[config.mk]
export PLATFORM = sky130hd
export DESIGN_NAME = ecc_clock_ctrl
export DESIGN_NICKNAME = d
export VERILOG_FILES = /design/src/ecc_pkg.sv /design/src/ecc_divider.sv /design/src/ecc_activity.sv /design/src/ecc_clock_ctrl.sv
export SDC_FILE = /design/constraint.sdc
export NUM_CORES = 1
export LEC_CHECK = 0
export BUFFER_PORTS_ARGS = -buffer_cell sky130_fd_sc_hd__buf_4
export CAP_MARGIN = 40
export CORE_ASPECT_RATIO = 0.5
export CORE_UTILIZATION = 48
export DETAILED_ROUTE_END_ITERATION = 8
export HOLD_SLACK_MARGIN = 0.08
export PLACE_DENSITY = 0.75
export SLEW_MARGIN = 20
export SYNTH_ARGS = -nofsm -noshare
export SYNTH_HDL_FRONTEND = slang
export SYNTH_HIERARCHICAL = 1
export SYNTH_SLANG_ARGS = --single-unit
[constraint.sdc]
create_clock -name ref_clk_i -period 1.6 [get_ports ref_clk_i]
set_input_delay 0.32 -clock ref_clk_i [delete_from_list [all_inputs] [get_ports ref_clk_i]]
set_output_delay 0.32 -clock ref_clk_i [all_outputs]
set_load 0.01 [all_outputs]
[src/ecc_pkg.sv]
// Constants, register map and field layout of the clock dividers and power status block.
// Assumes a 100 MHz reference clock and a simple word-wide register port.
`default_nettype none
package ecc_pkg;
   // Register port
   localparam int ADDR_W = 8;
   localparam int DATA_W = 32;
   localparam logic [ADDR_W-1:0] OFS_CORE_DIV = 8'h00;
   localparam logic [ADDR_W-1:0] OFS_HOST_DIV = 8'h04;
   localparam logic [ADDR_W-1:0] OFS_STATUS = 8'h08;
   localparam logic [ADDR_W-1:0] OFS_CLK_CTRL = 8'h0c;
   localparam logic [DATA_W-1:0] READ_UNMAPPED = 32'h0000_0000;

   // Divider fields
   localparam int DIV_W = 4;
   localparam logic [DIV_W-1:0] CORE_DIV_RESET = 4'h8;
   localparam logic [DIV_W-1:0] CORE_DIV_MIN = 4'h2;
   localparam logic [DIV_W-1:0] HOST_DIV_RESET = 4'h1;
   localparam logic [DIV_W-1:0] HOST_DIV_MIN = 4'h1;

   // Status bit positions
   localparam int ST_SLOW = 0;
   localparam int ST_PCI = 1;
   localparam int ST_BAT_LOW = 2;
   localparam int ST_VCC_LOW = 3;
   localparam int ST_PWRGD = 4;
   localparam int ST_LOCK = 5;
   localparam int ST_LRESET = 7;
   localparam int ST_REF14 = 8;

   // Clock control layout
   localparam logic [DATA_W-1:0] CLK_CTRL_RESET = 32'h0000_0500;
   localparam int CC_SLEEP = 1;
   localparam int CC_SAA = 4;
   localparam int CC_OSC_LO = 8;
   localparam int CC_PLL_LO = 10;
   localparam int CTL_W = 2;

   typedef enum logic [1:0] {
      ECC_CTL_OFF = 2'h0,
      ECC_CTL_MANAGED = 2'h1,
      ECC_CTL_GATED = 2'h2,
      ECC_CTL_FORCED = 2'h3
   } ecc_ctl_t;

   // Supply sequence, one-bit steps except up to down
   typedef enum logic [1:0] {
      ECC_SUP_DOWN = 2'h0,
      ECC_SUP_SAMPLE = 2'h1,
      ECC_SUP_UP = 2'h3
   } ecc_sup_t;

   // Edge activity windows
   localparam int CLK_PERIOD_NS = 10;
   localparam int SLOW_WINDOW_NS = 100000;
   localparam int FAST_WINDOW_NS = 1000;
   localparam int SLOW_WINDOW_CYC = (SLOW_WINDOW_NS + CLK_PERIOD_NS - 1) / CLK_PERIOD_NS;
   localparam int FAST_WINDOW_CYC = (FAST_WINDOW_NS + CLK_PERIOD_NS - 1) / CLK_PERIOD_NS;
endpackage
`default_nettype wire

[src/ecc_divider.sv]
// Programmable clock-enable divider: one-cycle pulse every DIV input cycles.
// Assumes the divisor input is never zero; new values apply at a period boundary.
`timescale 1ns/1ps
`default_nettype none
module ecc_divider #(
   parameter int DIV_W = 4
) (
   input wire logic ref_clk_i,
   input wire logic resetn_i,
   input wire logic [DIV_W-1:0] div_i,
   output logic pulse_o
);
   logic [DIV_W-1:0] count;
   logic [DIV_W-1:0] active_div;
   logic terminal;

   assign terminal = (count >= active_div - 1'b1);

   // Divisor taken only at wrap, so no period is shortened
   always_ff @(posedge ref_clk_i) begin
      if (!resetn_i) begin
         count <= '0;
         active_div <= div_i;
      end else if (terminal) begin
         count <= '0;
         active_div <= div_i;
      end else begin
         count <= count + 1'b1;
      end
   end

   always_ff @(posedge ref_clk_i) begin
      if (!resetn_i) begin
         pulse_o <= 1'b0;
      end else begin
         pulse_o <= terminal;
      end
   end
endmodule // ecc_divider
`default_nettype wire

[src/ecc_activity.sv]
// Edge activity monitor: reports presence while edges arrive within a window.
// Assumes the monitored input is already synchronous to the reference clock.
`timescale 1ns/1ps
`default_nettype none
module ecc_activity #(
   parameter int WINDOW = 100
) (
   input wire logic ref_clk_i,
   input wire logic resetn_i,
   input wire logic sig_i,
   output logic present_o
);
   localparam int CNT_W = $clog2(WINDOW + 1);
   localparam logic [CNT_W-1:0] CNT_MAX = CNT_W'(WINDOW);

   logic prev;
   logic [CNT_W-1:0] idle;
   logic seen;

   assign seen = (sig_i != prev);

   always_ff @(posedge ref_clk_i) begin
      if (!resetn_i) begin
         prev <= 1'b0;
      end else begin
         prev <= sig_i;
      end
   end

   // Only edges count, frequency is not checked
   always_ff @(posedge ref_clk_i) begin
      if (!resetn_i) begin
         idle <= CNT_MAX;
      end else if (seen) begin
         idle <= '0;
      end else if (idle != CNT_MAX) begin
         idle <= idle + 1'b1;
      end
   end

   always_ff @(posedge ref_clk_i) begin
      if (!resetn_i) begin
         present_o <= 1'b0;
      end else begin
         present_o <= seen || (idle < CNT_MAX - 1'b1);
      end
   end
endmodule // ecc_activity
`default_nettype wire

[src/ecc_clock_ctrl.sv]
// Core and host-bus clock dividers, power/clock status and clock control registers.
// Assumes a word-wide register port with one-cycle write and read strobes and
// pins already synchronous to ref_clk_i, except the power-good pin.
`timescale 1ns/1ps
`default_nettype none
// Functional notes
// - Core divider takes 2 to 15; writes of 0 or 1 change nothing.
// - Core divider resets to 8.
// - Core clock and core bus enable rate are master clock over divider.
// - Host bus divider takes 1 to 15; a write of 0 is ignored.
// - Host bus divider resets to 1; value 1 passes master clock undivided.
// - Host bus divider spans full master rate down to one fifteenth.
// - Slow clock present bit reports edges on the 32 kHz input.
// - Inverted slow clock present drives bit 6 of the interrupt group.
// - PCI clock present bit reports edges on the PCI clock input.
// - Battery sampled when main supply rises; low battery flag feeds runtime status.
// - Supply low bit follows detector; main supply reset while bit is 0.
// - Power good bit mirrors the pin after synchronisation.
// - Oscillator lock bit reports tight tolerance against the reference.
// - Status bit reflects the LPC reset pin level.
// - 14 MHz present bit reports edges on the 14 MHz input.
// - Status bits at D7, D5, D4, D3, D2, D1, D0, D8; read only.
// - Clock control resets to 0500h with PLL, oscillator, auto adjust, sleep fields.
// - Oscillator control: off, managed by sleep, gated in sleep, forced on.
// - PLL control: off, follows power good, gated without power good, forced on.
// - Firmware sets sleep flag; a wake event clears it.
// - Stop auto adjust bit disables oscillator frequency correction.
module ecc_clock_ctrl #(
   parameter int SLOW_WINDOW = ecc_pkg::SLOW_WINDOW_CYC,
   parameter int FAST_WINDOW = ecc_pkg::FAST_WINDOW_CYC
) (
   input wire logic ref_clk_i,
   input wire logic resetn_i,
   input wire logic [ecc_pkg::ADDR_W-1:0] reg_addr_i,
   input wire logic reg_wr_i,
   input wire logic reg_rd_i,
   input wire logic [ecc_pkg::DATA_W-1:0] reg_wdata_i,
   output logic [ecc_pkg::DATA_W-1:0] reg_rdata_o,
   output logic reg_rvalid_o,
   input wire logic slow_clock_i,
   input wire logic pci_clock_i,
   input wire logic ref14_clock_i,
   input wire logic power_supply_good_i,
   input wire logic vcc_below_trip_i,
   input wire logic battery_below_trip_i,
   input wire logic osc_lock_i,
   input wire logic lreset_n_i,
   input wire logic wake_i,
   input wire logic sleep_state_i,
   input wire logic main_power_good_i,
   output logic core_clock_enable_o,
   output logic core_bus_clock_enable_o,
   output logic host_bus_clock_enable_o,
   output logic slow_clock_absent_o,
   output logic battery_low_o,
   output logic main_supply_reset_o,
   output logic osc_enable_o,
   output logic mclk_tree_enable_o,
   output logic pll_enable_o,
   output logic pll_tree_enable_o,
   output logic auto_adjust_enable_o,
   output logic sleep_flag_o
);
   import ecc_pkg::*;

   logic [DIV_W-1:0] core_divider_value;
   logic [DIV_W-1:0] host_bus_divider_value;
   logic core_pulse;
   logic host_pulse;
   logic slow_clock_present;
   logic pci_clock_present;
   logic ref14_clock_present;
   logic pwrgd_meta;
   logic power_supply_good;
   logic vcc_low;
   logic battery_low;
   logic osc_lock_status;
   logic lreset_level;
   ecc_sup_t sup_state;
   ecc_sup_t next_sup_state;
   ecc_ctl_t osc_control_field;
   ecc_ctl_t pll_control_field;
   logic stop_auto_adjust;
   logic sleep_flag;
   logic wr_core;
   logic wr_host;
   logic wr_ctrl;
   logic [DATA_W-1:0] status_word;
   logic [DATA_W-1:0] ctrl_word;
   logic [DATA_W-1:0] next_rdata;

   function automatic logic hit(input logic [ADDR_W-1:0] addr, input logic [ADDR_W-1:0] ofs);
      hit = (addr == ofs);
   endfunction

   function automatic logic [DIV_W-1:0] div_field(input logic [DATA_W-1:0] word);
      div_field = word[DIV_W-1:0];
   endfunction

   assign wr_core = reg_wr_i && hit(reg_addr_i, OFS_CORE_DIV);
   assign wr_host = reg_wr_i && hit(reg_addr_i, OFS_HOST_DIV);
   assign wr_ctrl = reg_wr_i && hit(reg_addr_i, OFS_CLK_CTRL);

   // Divider registers; out-of-range writes leave the value alone
   always_ff @(posedge ref_clk_i) begin
      if (!resetn_i) begin
         core_divider_value <= CORE_DIV_RESET;
      end else if (wr_core && div_field(reg_wdata_i) >= CORE_DIV_MIN) begin
         core_divider_value <= div_field(reg_wdata_i);
      end
   end

   always_ff @(posedge ref_clk_i) begin
      if (!resetn_i) begin
         host_bus_divider_value <= HOST_DIV_RESET;
      end else if (wr_host && div_field(reg_wdata_i) >= HOST_DIV_MIN) begin
         host_bus_divider_value <= div_field(reg_wdata_i);
      end
   end

   ecc_divider #(
      .DIV_W(DIV_W)
   ) u_core_div (
      .ref_clk_i(ref_clk_i),
      .resetn_i(resetn_i),
      .div_i(core_divider_value),
      .pulse_o(core_pulse)
   );

   ecc_divider #(
      .DIV_W(DIV_W)
   ) u_host_div (
      .ref_clk_i(ref_clk_i),
      .resetn_i(resetn_i),
      .div_i(host_bus_divider_value),
      .pulse_o(host_pulse)
   );

   // Core clock and core bus enable share one divider
   assign core_clock_enable_o = core_pulse;
   assign core_bus_clock_enable_o = core_pulse;
   assign host_bus_clock_enable_o = host_pulse;

   ecc_activity #(
      .WINDOW(SLOW_WINDOW)
   ) u_slow_act (
      .ref_clk_i(ref_clk_i),
      .resetn_i(resetn_i),
      .sig_i(slow_clock_i),
      .present_o(slow_clock_present)
   );

   ecc_activity #(
      .WINDOW(FAST_WINDOW)
   ) u_pci_act (
      .ref_clk_i(ref_clk_i),
      .resetn_i(resetn_i),
      .sig_i(pci_clock_i),
      .present_o(pci_clock_present)
   );

   ecc_activity #(
      .WINDOW(FAST_WINDOW)
   ) u_ref14_act (
      .ref_clk_i(ref_clk_i),
      .resetn_i(resetn_i),
      .sig_i(ref14_clock_i),
      .present_o(ref14_clock_present)
   );

   // Power-good pin is asynchronous: two-stage synchroniser
   always_ff @(posedge ref_clk_i) begin
      if (!resetn_i) begin
         pwrgd_meta <= 1'b0;
         power_supply_good <= 1'b0;
      end else begin
         pwrgd_meta <= power_supply_good_i;
         power_supply_good <= pwrgd_meta;
      end
   end

   always_ff @(posedge ref_clk_i) begin
      if (!resetn_i) begin
         vcc_low <= 1'b1;
         osc_lock_status <= 1'b0;
         lreset_level <= 1'b0;
      end else begin
         vcc_low <= vcc_below_trip_i;
         osc_lock_status <= osc_lock_i;
         lreset_level <= lreset_n_i;
      end
   end

   // Supply sequence: battery is sampled once per supply rise
   always_comb begin
      next_sup_state = sup_state;
      unique case (sup_state)
         ECC_SUP_DOWN: begin
            if (!vcc_low) begin
               next_sup_state = ECC_SUP_SAMPLE;
            end
         end
         ECC_SUP_SAMPLE: begin
            next_sup_state = vcc_low ? ECC_SUP_DOWN : ECC_SUP_UP;
         end
         ECC_SUP_UP: begin
            if (vcc_low) begin
               next_sup_state = ECC_SUP_DOWN;
            end
         end
         default: begin
            next_sup_state = ECC_SUP_DOWN;
         end
      endcase
   end

   always_ff @(posedge ref_clk_i) begin
      if (!resetn_i) begin
         sup_state <= ECC_SUP_DOWN;
      end else begin
         sup_state <= next_sup_state;
      end
   end

   always_ff @(posedge ref_clk_i) begin
      if (!resetn_i) begin
         battery_low <= 1'b0;
      end else if (sup_state == ECC_SUP_SAMPLE) begin
         battery_low <= battery_below_trip_i;
      end
   end

   // Clock control fields
   always_ff @(posedge ref_clk_i) begin
      if (!resetn_i) begin
         osc_control_field <= ecc_ctl_t'(CLK_CTRL_RESET[CC_OSC_LO +: CTL_W]);
         pll_control_field <= ecc_ctl_t'(CLK_CTRL_RESET[CC_PLL_LO +: CTL_W]);
         stop_auto_adjust <= CLK_CTRL_RESET[CC_SAA];
      end else if (wr_ctrl) begin
         osc_control_field <= ecc_ctl_t'(reg_wdata_i[CC_OSC_LO +: CTL_W]);
         pll_control_field <= ecc_ctl_t'(reg_wdata_i[CC_PLL_LO +: CTL_W]);
         stop_auto_adjust <= reg_wdata_i[CC_SAA];
      end
   end

   // Firmware set wins over a wake in the same cycle
   always_ff @(posedge ref_clk_i) begin
      if (!resetn_i) begin
         sleep_flag <= CLK_CTRL_RESET[CC_SLEEP];
      end else if (wr_ctrl) begin
         sleep_flag <= reg_wdata_i[CC_SLEEP];
      end else if (wake_i) begin
         sleep_flag <= 1'b0;
      end
   end

   // Oscillator and PLL control decode
   always_ff @(posedge ref_clk_i) begin
      if (!resetn_i) begin
         osc_enable_o <= 1'b1;
         mclk_tree_enable_o <= 1'b1;
      end else begin
         unique case (osc_control_field)
            ECC_CTL_OFF: begin
               osc_enable_o <= 1'b0;
               mclk_tree_enable_o <= 1'b0;
            end
            ECC_CTL_MANAGED: begin
               osc_enable_o <= !sleep_state_i || wake_i;
               mclk_tree_enable_o <= !sleep_state_i || wake_i;
            end
            ECC_CTL_GATED: begin
               osc_enable_o <= 1'b1;
               mclk_tree_enable_o <= !sleep_state_i || wake_i;
            end
            ECC_CTL_FORCED: begin
               osc_enable_o <= 1'b1;
               mclk_tree_enable_o <= 1'b1;
            end
         endcase
      end
   end

   always_ff @(posedge ref_clk_i) begin
      if (!resetn_i) begin
         pll_enable_o <= 1'b0;
         pll_tree_enable_o <= 1'b0;
      end else begin
         unique case (pll_control_field)
            ECC_CTL_OFF: begin
               pll_enable_o <= 1'b0;
               pll_tree_enable_o <= 1'b0;
            end
            ECC_CTL_MANAGED: begin
               pll_enable_o <= main_power_good_i;
               pll_tree_enable_o <= main_power_good_i;
            end
            ECC_CTL_GATED: begin
               pll_enable_o <= 1'b1;
               pll_tree_enable_o <= main_power_good_i;
            end
            ECC_CTL_FORCED: begin
               pll_enable_o <= 1'b1;
               pll_tree_enable_o <= 1'b1;
            end
         endcase
      end
   end

   // Status side outputs
   always_ff @(posedge ref_clk_i) begin
      if (!resetn_i) begin
         slow_clock_absent_o <= 1'b1;
         battery_low_o <= 1'b0;
         main_supply_reset_o <= 1'b0;
         auto_adjust_enable_o <= 1'b1;
         sleep_flag_o <= 1'b0;
      end else begin
         slow_clock_absent_o <= !slow_clock_present;
         battery_low_o <= battery_low;
         main_supply_reset_o <= !vcc_low;
         auto_adjust_enable_o <= !stop_auto_adjust;
         sleep_flag_o <= sleep_flag;
      end
   end

   // Read words; unlisted bits read zero
   always_comb begin
      status_word = '0;
      status_word[ST_SLOW] = slow_clock_present;
      status_word[ST_PCI] = pci_clock_present;
      status_word[ST_BAT_LOW] = battery_low;
      status_word[ST_VCC_LOW] = vcc_low;
      status_word[ST_PWRGD] = power_supply_good;
      status_word[ST_LOCK] = osc_lock_status;
      status_word[ST_LRESET] = lreset_level;
      status_word[ST_REF14] = ref14_clock_present;
   end

   always_comb begin
      ctrl_word = '0;
      ctrl_word[CC_OSC_LO +: CTL_W] = osc_control_field;
      ctrl_word[CC_PLL_LO +: CTL_W] = pll_control_field;
      ctrl_word[CC_SAA] = stop_auto_adjust;
      ctrl_word[CC_SLEEP] = sleep_flag;
   end

   always_comb begin
      next_rdata = READ_UNMAPPED;
      if (hit(reg_addr_i, OFS_CORE_DIV)) begin
         next_rdata[DIV_W-1:0] = core_divider_value;
      end else if (hit(reg_addr_i, OFS_HOST_DIV)) begin
         next_rdata[DIV_W-1:0] = host_bus_divider_value;
      end else if (hit(reg_addr_i, OFS_STATUS)) begin
         next_rdata = status_word;
      end else if (hit(reg_addr_i, OFS_CLK_CTRL)) begin
         next_rdata = ctrl_word;
      end
   end

   always_ff @(posedge ref_clk_i) begin
      if (!resetn_i) begin
         reg_rdata_o <= READ_UNMAPPED;
         reg_rvalid_o <= 1'b0;
      end else begin
         reg_rvalid_o <= reg_rd_i;
         if (reg_rd_i) begin
            reg_rdata_o <= next_rdata;
         end
      end
   end
endmodule // ecc_clock_ctrl
`default_nettype wire

==> results of run 1 <==
-- per-layer routing --
| layer | global-route usage (%) | vias to the layer above | share of wire, % |
|---|---|---|---|
| met5 | 0 | - | 0 |
| met4 | 7.444 | 0 | 0.50 |
| met3 | 5.556 | 4 | 2.7 |
| met2 | 34.23 | 58 | 51 |
| met1 | 23.20 | 1569 | 46 |
| li1 | - | 1678 | - |
-- cell usage in the layout, fill, tap and decap left out, drive strengths merged, types with 9 or more instances in the layout --
cell type / instances
buf: 90
dfxtp: 87
nand2: 33
o21ai: 28
ha: 26
nor2: 26
inv: 25
conb: 21
nand3: 19
and2: 18
xnor2: 18
nor3: 13
clkbuf: 12
mux2i: 11
a21oi: 10
a22o: 9
xor2: 9
or3: 9
-- registers in the layout (all words and copies together) (netlist names), 2 cells and up --
| signal | count |
|---|---|
| u_host_div/count | 4 |
| u_core_div/count | 4 |
| pll_control_field | 2 |
| sup_state | 2 |
| u_ref14_act/idle | 7 |
| u_pci_act/idle | 7 |
| u_slow_act/idle | 14 |
| host_bus_divider_value | 4 |
| core_divider_value | 4 |
| u_host_div/active_div | 4 |
| osc_control_field | 2 |
| u_core_div/active_div | 4 |
| reg_rdata_o | 11 |
-- critical path: cells and delay by family, from the launching register on --
kind            cells  cell delay [ps]
simple gates        1              210
flops               1              400
xor+xnor            1              100
buf+inv             1              150
compound gates      2              370
fa+ha+maj           1              320
-- through the flow --
stage / power [W] / hold slack [ps] / instance area (µm²) / setup WS [ps]
final: 0.005787 / 169.1 / 5385 / -224.1
after global routing: 0.006079 / 173.1 / 5385 / -318.2
after CTS: 0.005704 / 158.2 / 5301 / -202.5
after detailed placement: 0.003571 / 388.3 / 4965 / -272.7
after global placement: 0.003537 / 384.6 / 4965 / -189.3
after floorplan: 0.003317 / 357.6 / 4414 / -89.01
-- where the power goes --
group	leakage [nW]	total [W]	switching, W	internal [W]
clock network	0.141	0.00205	0.000871	0.00118
logic	1.31	0.00102	0.000480	0.000542
registers	0.792	0.00271	0.000140	0.00257
-- kinds of logic (layout without fill, tap and decap cells) --
| kind of cell | after synthesis | count (layout) |
|---|---|---|
| XOR/XNOR | 27 | 27 |
| AND/OR/NAND/NOR | 152 | 152 |
| flip-flops | 95 | 95 |
| other | 1 | 21 |
| multiplexers | 12 | 12 |
| adder cells (fa/ha/maj) | 26 | 26 |
| AO/OA/AOI/OAI | 72 | 72 |
| buffers and inverters | 55 | 131 |
-- final cells by class --
cell class,instances,area share [%]
inverter,25,1.743
sequential,95,36.83
multi-input combinational,310,40.59
clock buffer,12,4.949
timing repair buffer,90,12.76
tap,112,2.602
clock inverter,4,0.5344
-- path summary, 6_finish.rpt --
path / from / slack, ps / end / cells after the start
max: u_host_div/active_div[2] / -220 / u_host_div/active_div[0] / 6
min: vcc_below_trip_i / 170 / vcc_low / 2
max reg2reg: u_host_div/active_div[2] / -220 / u_host_div/active_div[0] / 6
min reg2reg: stop_auto_adjust / 420 / auto_adjust_enable_o / 1
-- Yosys cell counts, types with 3 or more instances --
cell type,count,area (µm²)
dfxtp_1,87,1742
clkbuf_1,6,22.52
xnor2_1,18,157.7
inv_1,25,93.84
and2_1,18,112.6
xor2_1,9,78.83
nand3_1,17,85.08
nor2b_1,3,18.77
nand2b_1,4,25.02
nor3_1,12,60.06
a21oi_1,10,50.05
nand4_1,4,25.02
or3_1,9,56.30
nand2_1,33,123.9
nor2_1,26,97.59
edfxtp_1,8,240.2
mux2i_1,11,110.1
a22o_1,9,78.83
o211ai_1,4,30.03
nor4_1,4,25.02
ha_1,26,325.3
a211oi_1,4,30.03
o21ai_0,28,140.1
buf_4,22,165.2
a31oi_1,8,50.05
-- what timing repair did --
action / in CTS / in global routing
hold buffers: 0 / 0
pin swaps: 5 / 6
gates resized for setup: 3 / 16
endpoints found under the setup margin: 20 / 24
setup buffers: 4 / 5
==> flow_summary_export.csv, run 1 <==
group,metric,value,unit
global_route,grt_pass1_wl,13840,µm
final_layout,stdcell_count,648,
clock_tree,clk_latency,340,ps
setup_path,crit_slowest_cell,"edfxtp_1",
logic_synthesis,synth-xor-area-share,5.526,%
logic_synthesis,yosys.area_share.adder,7.602,%
clock_tree,clk_pin_slew,60,ps
floorplanning,dieWidth,135.5,µm
sta,setup_viol,21,
placed_design,gp_congestion,0.8562,
logic_synthesis,synth_top_family_by_area,"simple AND/OR/NAND/NOR gates",
logic_synthesis,yosysSeqAreaShare,46.32,%
setup_path,crit_chain,"nor3_2, xnor2_1, ha_1, o211ai_1, o211ai_2, buf_6",
floorplanning,rows,23,
global_route,antenna_found_initial,0,
clock_tree,cts_buffers,9,
clock_tree,h-tree-depth,3,
setup_path,critPathArrivalTime,1880,ps
setup_path,critPathKind,"reg2reg",
placed_design,dp.cells,623,
sta,drv_slew,0,
logic_synthesis,yosysWarnings,6,
clock_tree,cts_tree,"done",
final_layout,fin_util,64.75,%
clock_tree,clock_sinks,95,
final_layout,final_nets,612,
floorplanning,start_util,51.45,%
logic_synthesis,muxShareOfSynthArea,3.099,%
routing,wl,8438,µm
final_layout,multiInputGateArea,2186,µm²
sta,period_minus_slack,1824,ps
logic_synthesis,synth_edf_count,8,
sta,hold_viol,0,
global_route,grt_pass1_vias,3044,
worst_hold_path,hold_class,"in2reg",
job,drv_cap,0,
pwr,max-vdd-ir-drop,564.0,µV
status,outcome,"finished with violations",
sta,rsz0062_at_grt,"yes",
final_layout,seq_area,1983,µm²
floorplanning,ios,100,
sta,fmax,0.5482,GHz
sta,period_share,114.0,%
setup_path,start_kind,"flip-flop",
final_layout,diodes,0,
setup_path,cp-end-kind,"flip-flop",
global_route,grt-ovfl-total,0,
global_route,grt_util_all_layers,19.50,%
logic_synthesis,synthFlopType,"dfxtp_1",
status,violations,"setup timing",
logic_synthesis,synth-compound-area-share,10.67,%
pwr,p_per_area,1075,nW/µm²
logic_synthesis,ys_types,49,
placed_design,dp_hpwl,6154,µm
routing,antenna_left,0,
pwr,leakagePower,2.243,nW
final_layout,nFillCells,669,
clock_tree,clock-root-buffer,"clkbuf_16",
setup_path,crit_fanout,4,
sta,worst_slack,-224.1,ps
floorplanning,die_h,68.77,µm
logic_synthesis,avgSynthCellArea,9.725,µm²
sta,fin_skew,4.321,ps
routing,drtIter0Drc,99,
logic_synthesis,synthCells,440,
logic_synthesis,async_reset_ff_share,0,%
setup_path,cpPeakStageDelay,400,ps
routing,vias_per_cell,5.106,
setup_path,required,1660,ps
logic_synthesis,synth-simple-area-share,19.88,%
routing,drcViolationCount,0,
clock_tree,clock_path_buffers,2,
placed_design,io_buffers,55,
final_layout,drive_gt1_share,26.68,%
routing,vias,3309,
final_layout,syn_to_final_growth,25.85,%
logic_synthesis,ys_ff_latch,95,
routing,dr.pass1.iters,4,
floorplanning,dieArea,9319,µm²
global_route,grt_max_degree,21,
floorplanning,core_area,8317,µm²
sta,tns,-2803,ps
logic_synthesis,synth_area,4279,µm²
routing,wire_per_inst,13.02,µm
(Power assumes the default switching activity.)
==> run 2, diff against run 1 <==
--- a/config.mk
+++ b/config.mk
@@ -15,5 +15,4 @@
 export SLEW_MARGIN = 20
 export SYNTH_ARGS = -nofsm -noshare
 export SYNTH_HDL_FRONTEND = slang
-export SYNTH_HIERARCHICAL = 1
 export SYNTH_SLANG_ARGS = --single-unit
==> flow_summary_export.csv, run 2 <==
group,metric,value,unit
logic_synthesis,async_reset_ff_share,0,%
clock_tree,clk_pin_slew,60,ps
floorplanning,dieArea,9272,µm²
sta,setup_viol,13,
clock_tree,clock_sinks,95,
floorplanning,rows,23,
logic_synthesis,ys_ff_latch,95,
setup_path,critPathBufInv,1,
status,outcome,"finished with violations",
final_layout,diodes,0,
setup_path,crit_slowest_cell,"edfxtp_1",
setup_path,cpPeakStageDelay,420,ps
final_layout,largest_register,"u_slow_act.idle",
setup_path,critPathKind,"reg2reg",
worst_hold_path,hold_class,"in2reg",
logic_synthesis,synth_area,4257,µm²
placed_design,dp_hpwl,5736,µm
clock_tree,clock-root-buffer,"clkbuf_16",
logic_synthesis,ys_types,46,
sta,period_minus_slack,1746,ps
clock_tree,h-tree-depth,3,
routing,drcViolationCount,0,
sta,drv_slew,0,
logic_synthesis,synthFlopType,"dfxtp_1",
routing,dr.pass1.iters,4,
sta,rsz0062_at_grt,"yes",
setup_path,cp-end-kind,"flip-flop",
setup_path,start_kind,"flip-flop",
pwr,max-vdd-ir-drop,583.1,µV
routing,wire_per_inst,12.72,µm
setup_path,crit_chain,"nor3_2, xnor2_1, ha_1, nand2_1, o211ai_1, buf_4",
clock_tree,cts_tree,"done",
logic_synthesis,synth.top_cell.area_share,40.92,%
final_layout,largest_register_ffs,14,
final_layout,reg_top3,"u_slow_act.idle (14), reg_rdata_o (11)",
sta,tightest_slew,533.1,ps
logic_synthesis,synthCells,445,
routing,vias,3240,
routing,drtIter0Drc,141,
logic_synthesis,yosysMostFrequentCell,"dfxtp_1",
pwr,swShare,23.91,%
logic_synthesis,synth_common_cells,"87 x dfxtp_1, 35 x nand2_1, 32 x nor2_1",
routing,wl,8206,µm
floorplanning,dieWidth,135.2,µm
floorplanning,die_h,68.59,µm
pwr,power_frac_seq,44.0,%
logic_synthesis,post_synth_main_area_contributors,"dfxtp_1 41%, ha_1 7.6%, edfxtp_1 5.6%",
routing,antenna_left,0,
floorplanning,core_area,8288,µm²
setup_path,crit_fanout,7,
routing,vias_per_cell,5.023,
global_route,grt_pass1_vias,2975,
pwr,power.internal,0.004655,W
placed_design,gp_congestion,0.7995,
sta,fmax,0.5726,GHz
final_layout,final_cell_mix,"86 x dfxtp_1, 86 x buf_4, 35 x nand2_1, 26 x nor2_1, 25 x nand3_1",
status,violations,"setup timing",
logic_synthesis,avgSynthCellArea,9.565,µm²
clock_tree,cts_buffers,9,
pwr,total_power,0.006118,W
floorplanning,start_util,51.36,%
final_layout,final_nets,609,
logic_synthesis,synth_edf_count,8,
final_layout,fin_area,5394,µm²
logic_synthesis,yosysWarnings,0,
setup_path,rrSetupSlack,-150,ps
pwr,p_per_area,1134,nW/µm²
pwr,leakagePower,2.296,nW
logic_synthesis,synth_top_area_cell,"dfxtp_1",
setup_path,required,1660,ps
final_layout,syn_to_final_growth,26.72,%
sta,hold_viol,0,
pwr,p_switching,0.001463,W
sta,fin_skew,4.419,ps
pwr,clkPwrFrac,40.6,%
floorplanning,ios,100,
clock_tree,clock_path_buffers,2,
final_layout,drive_gt1_share,25.14,%
sta,relSlewSlack,64.39,%
setup_path,critPathArrivalTime,1800,ps
sta,worst_slack,-146.4,ps
global_route,grt_util_all_layers,18.95,%
sta,period_share,109.2,%
global_route,grt_pass1_wl,13490,µm
clock_tree,clk_latency,340,ps
global_route,antenna_found_initial,0,
pwr,comb_power_share,15.4,%
setup_path,critPathTopFamily,"flip-flops",
global_route,grt-ovfl-total,0,
placed_design,place_area,4877,µm²
final_layout,nFillCells,627,
job,drv_cap,0,
logic_synthesis,yosysSeqAreaShare,46.56,%
global_route,grt_max_degree,38,
placed_design,io_buffers,55,
[run 2: cells by family (layout without fill, tap and decap cells)]
| kind of cell | after synthesis | after routing | synth area share, % |
|---|---|---|---|
| other | 1 | 21 | 0.08810 |
| adder cells (fa/ha/maj) | 26 | 26 | 7.643 |
| flip-flops | 95 | 95 | 46.56 |
| buffers and inverters | 58 | 126 | 7.231 |
| AND/OR/NAND/NOR | 159 | 159 | 19.37 |
| multiplexers | 13 | 13 | 3.351 |
| XOR/XNOR | 32 | 32 | 6.584 |
| AO/OA/AOI/OAI | 61 | 61 | 9.171 |
[run 2: worst reg2reg max path, delay by kind of cell (launching register included)]
kind | cells | cell delay, ps
buf+inv | 1 | 180
simple gates | 2 | 290
flops | 1 | 420
compound gates | 1 | 170
fa+ha+maj | 1 | 310
xor+xnor | 1 | 90
[run 2: power groups by stage]
stage	clock network (W)	logic (W)	registers [W]
after floorplan	0	0.000518	0.00272
after CTS	0.00252	0.000825	0.00269
after detailed placement	0	0.000768	0.00273
after global placement	0	0.000746	0.00273
after global routing	0.00264	0.00107	0.00271
final	0.00248	0.000941	0.00269
[run 2: final timing paths]
| path | startpoint | to | cells after the start |
|---|---|---|---|
| max | u_host_div.active_div[2] | u_host_div.active_div[2] | 6 |
| min | vcc_below_trip_i | vcc_low | 2 |
| max reg2reg | u_host_div.active_div[2] | u_host_div.active_div[2] | 6 |
| min reg2reg | stop_auto_adjust | auto_adjust_enable_o | 1 |
[run 2: layout make-up]
cell class | instances | area, µm² | area share [%]
Multi-Input combinational cell | 312 | 2175 | 40.32
Sequential cell | 95 | 1983 | 36.77
Timing Repair Buffer | 86 | 645.6 | 11.97
Clock buffer | 13 | 291.5 | 5.405
Tap cell | 112 | 140.1 | 2.598
Inverter | 24 | 90.09 | 1.670
Clock inverter | 3 | 68.82 | 1.276
[run 2: repair_timing]
item                       4_1_cts  5_1_grt
setup endpoints to repair       16       23
hold endpoints to repair         0        0
pin swaps                        6        5
hold buffers                     0        0
resized for setup               12       16
buffers inserted                 0        3
[run 2: stage by stage]
stage / utilization (%) / hold slack [ps] / setup WS, ps / setup TNS [ps] / cells
2_1_floorplan: - / 357.6 / -213.0 / -2126 / 465
3_3_place_gp: 58.85 / 387.8 / -103.5 / -801.7 / 626
3_5_place_dp: 58.85 / 390.0 / -141.0 / -1425 / 626
4_1_cts: 64.05 / 157.1 / -126.1 / -909.5 / 642
5_1_grt: 65.08 / 157.2 / -261.0 / -3224 / 645
6_report: 65.08 / 162.6 / -146.4 / -1558 / 645
[run 2: metal layers]
| layer | vias up | global-route usage, % | share of wire, % | wire (µm) |
|---|---|---|---|---|
| met5 | - | 0 | 0 | 0 |
| li1 | 1652 | - | - | - |
| met1 | 1503 | 22.30 | 45 | 3689 |
| met4 | 0 | 5.758 | 1.1 | 89 |
| met3 | 9 | 5.702 | 4.5 | 368 |
| met2 | 76 | 34.04 | 49 | 4059 |
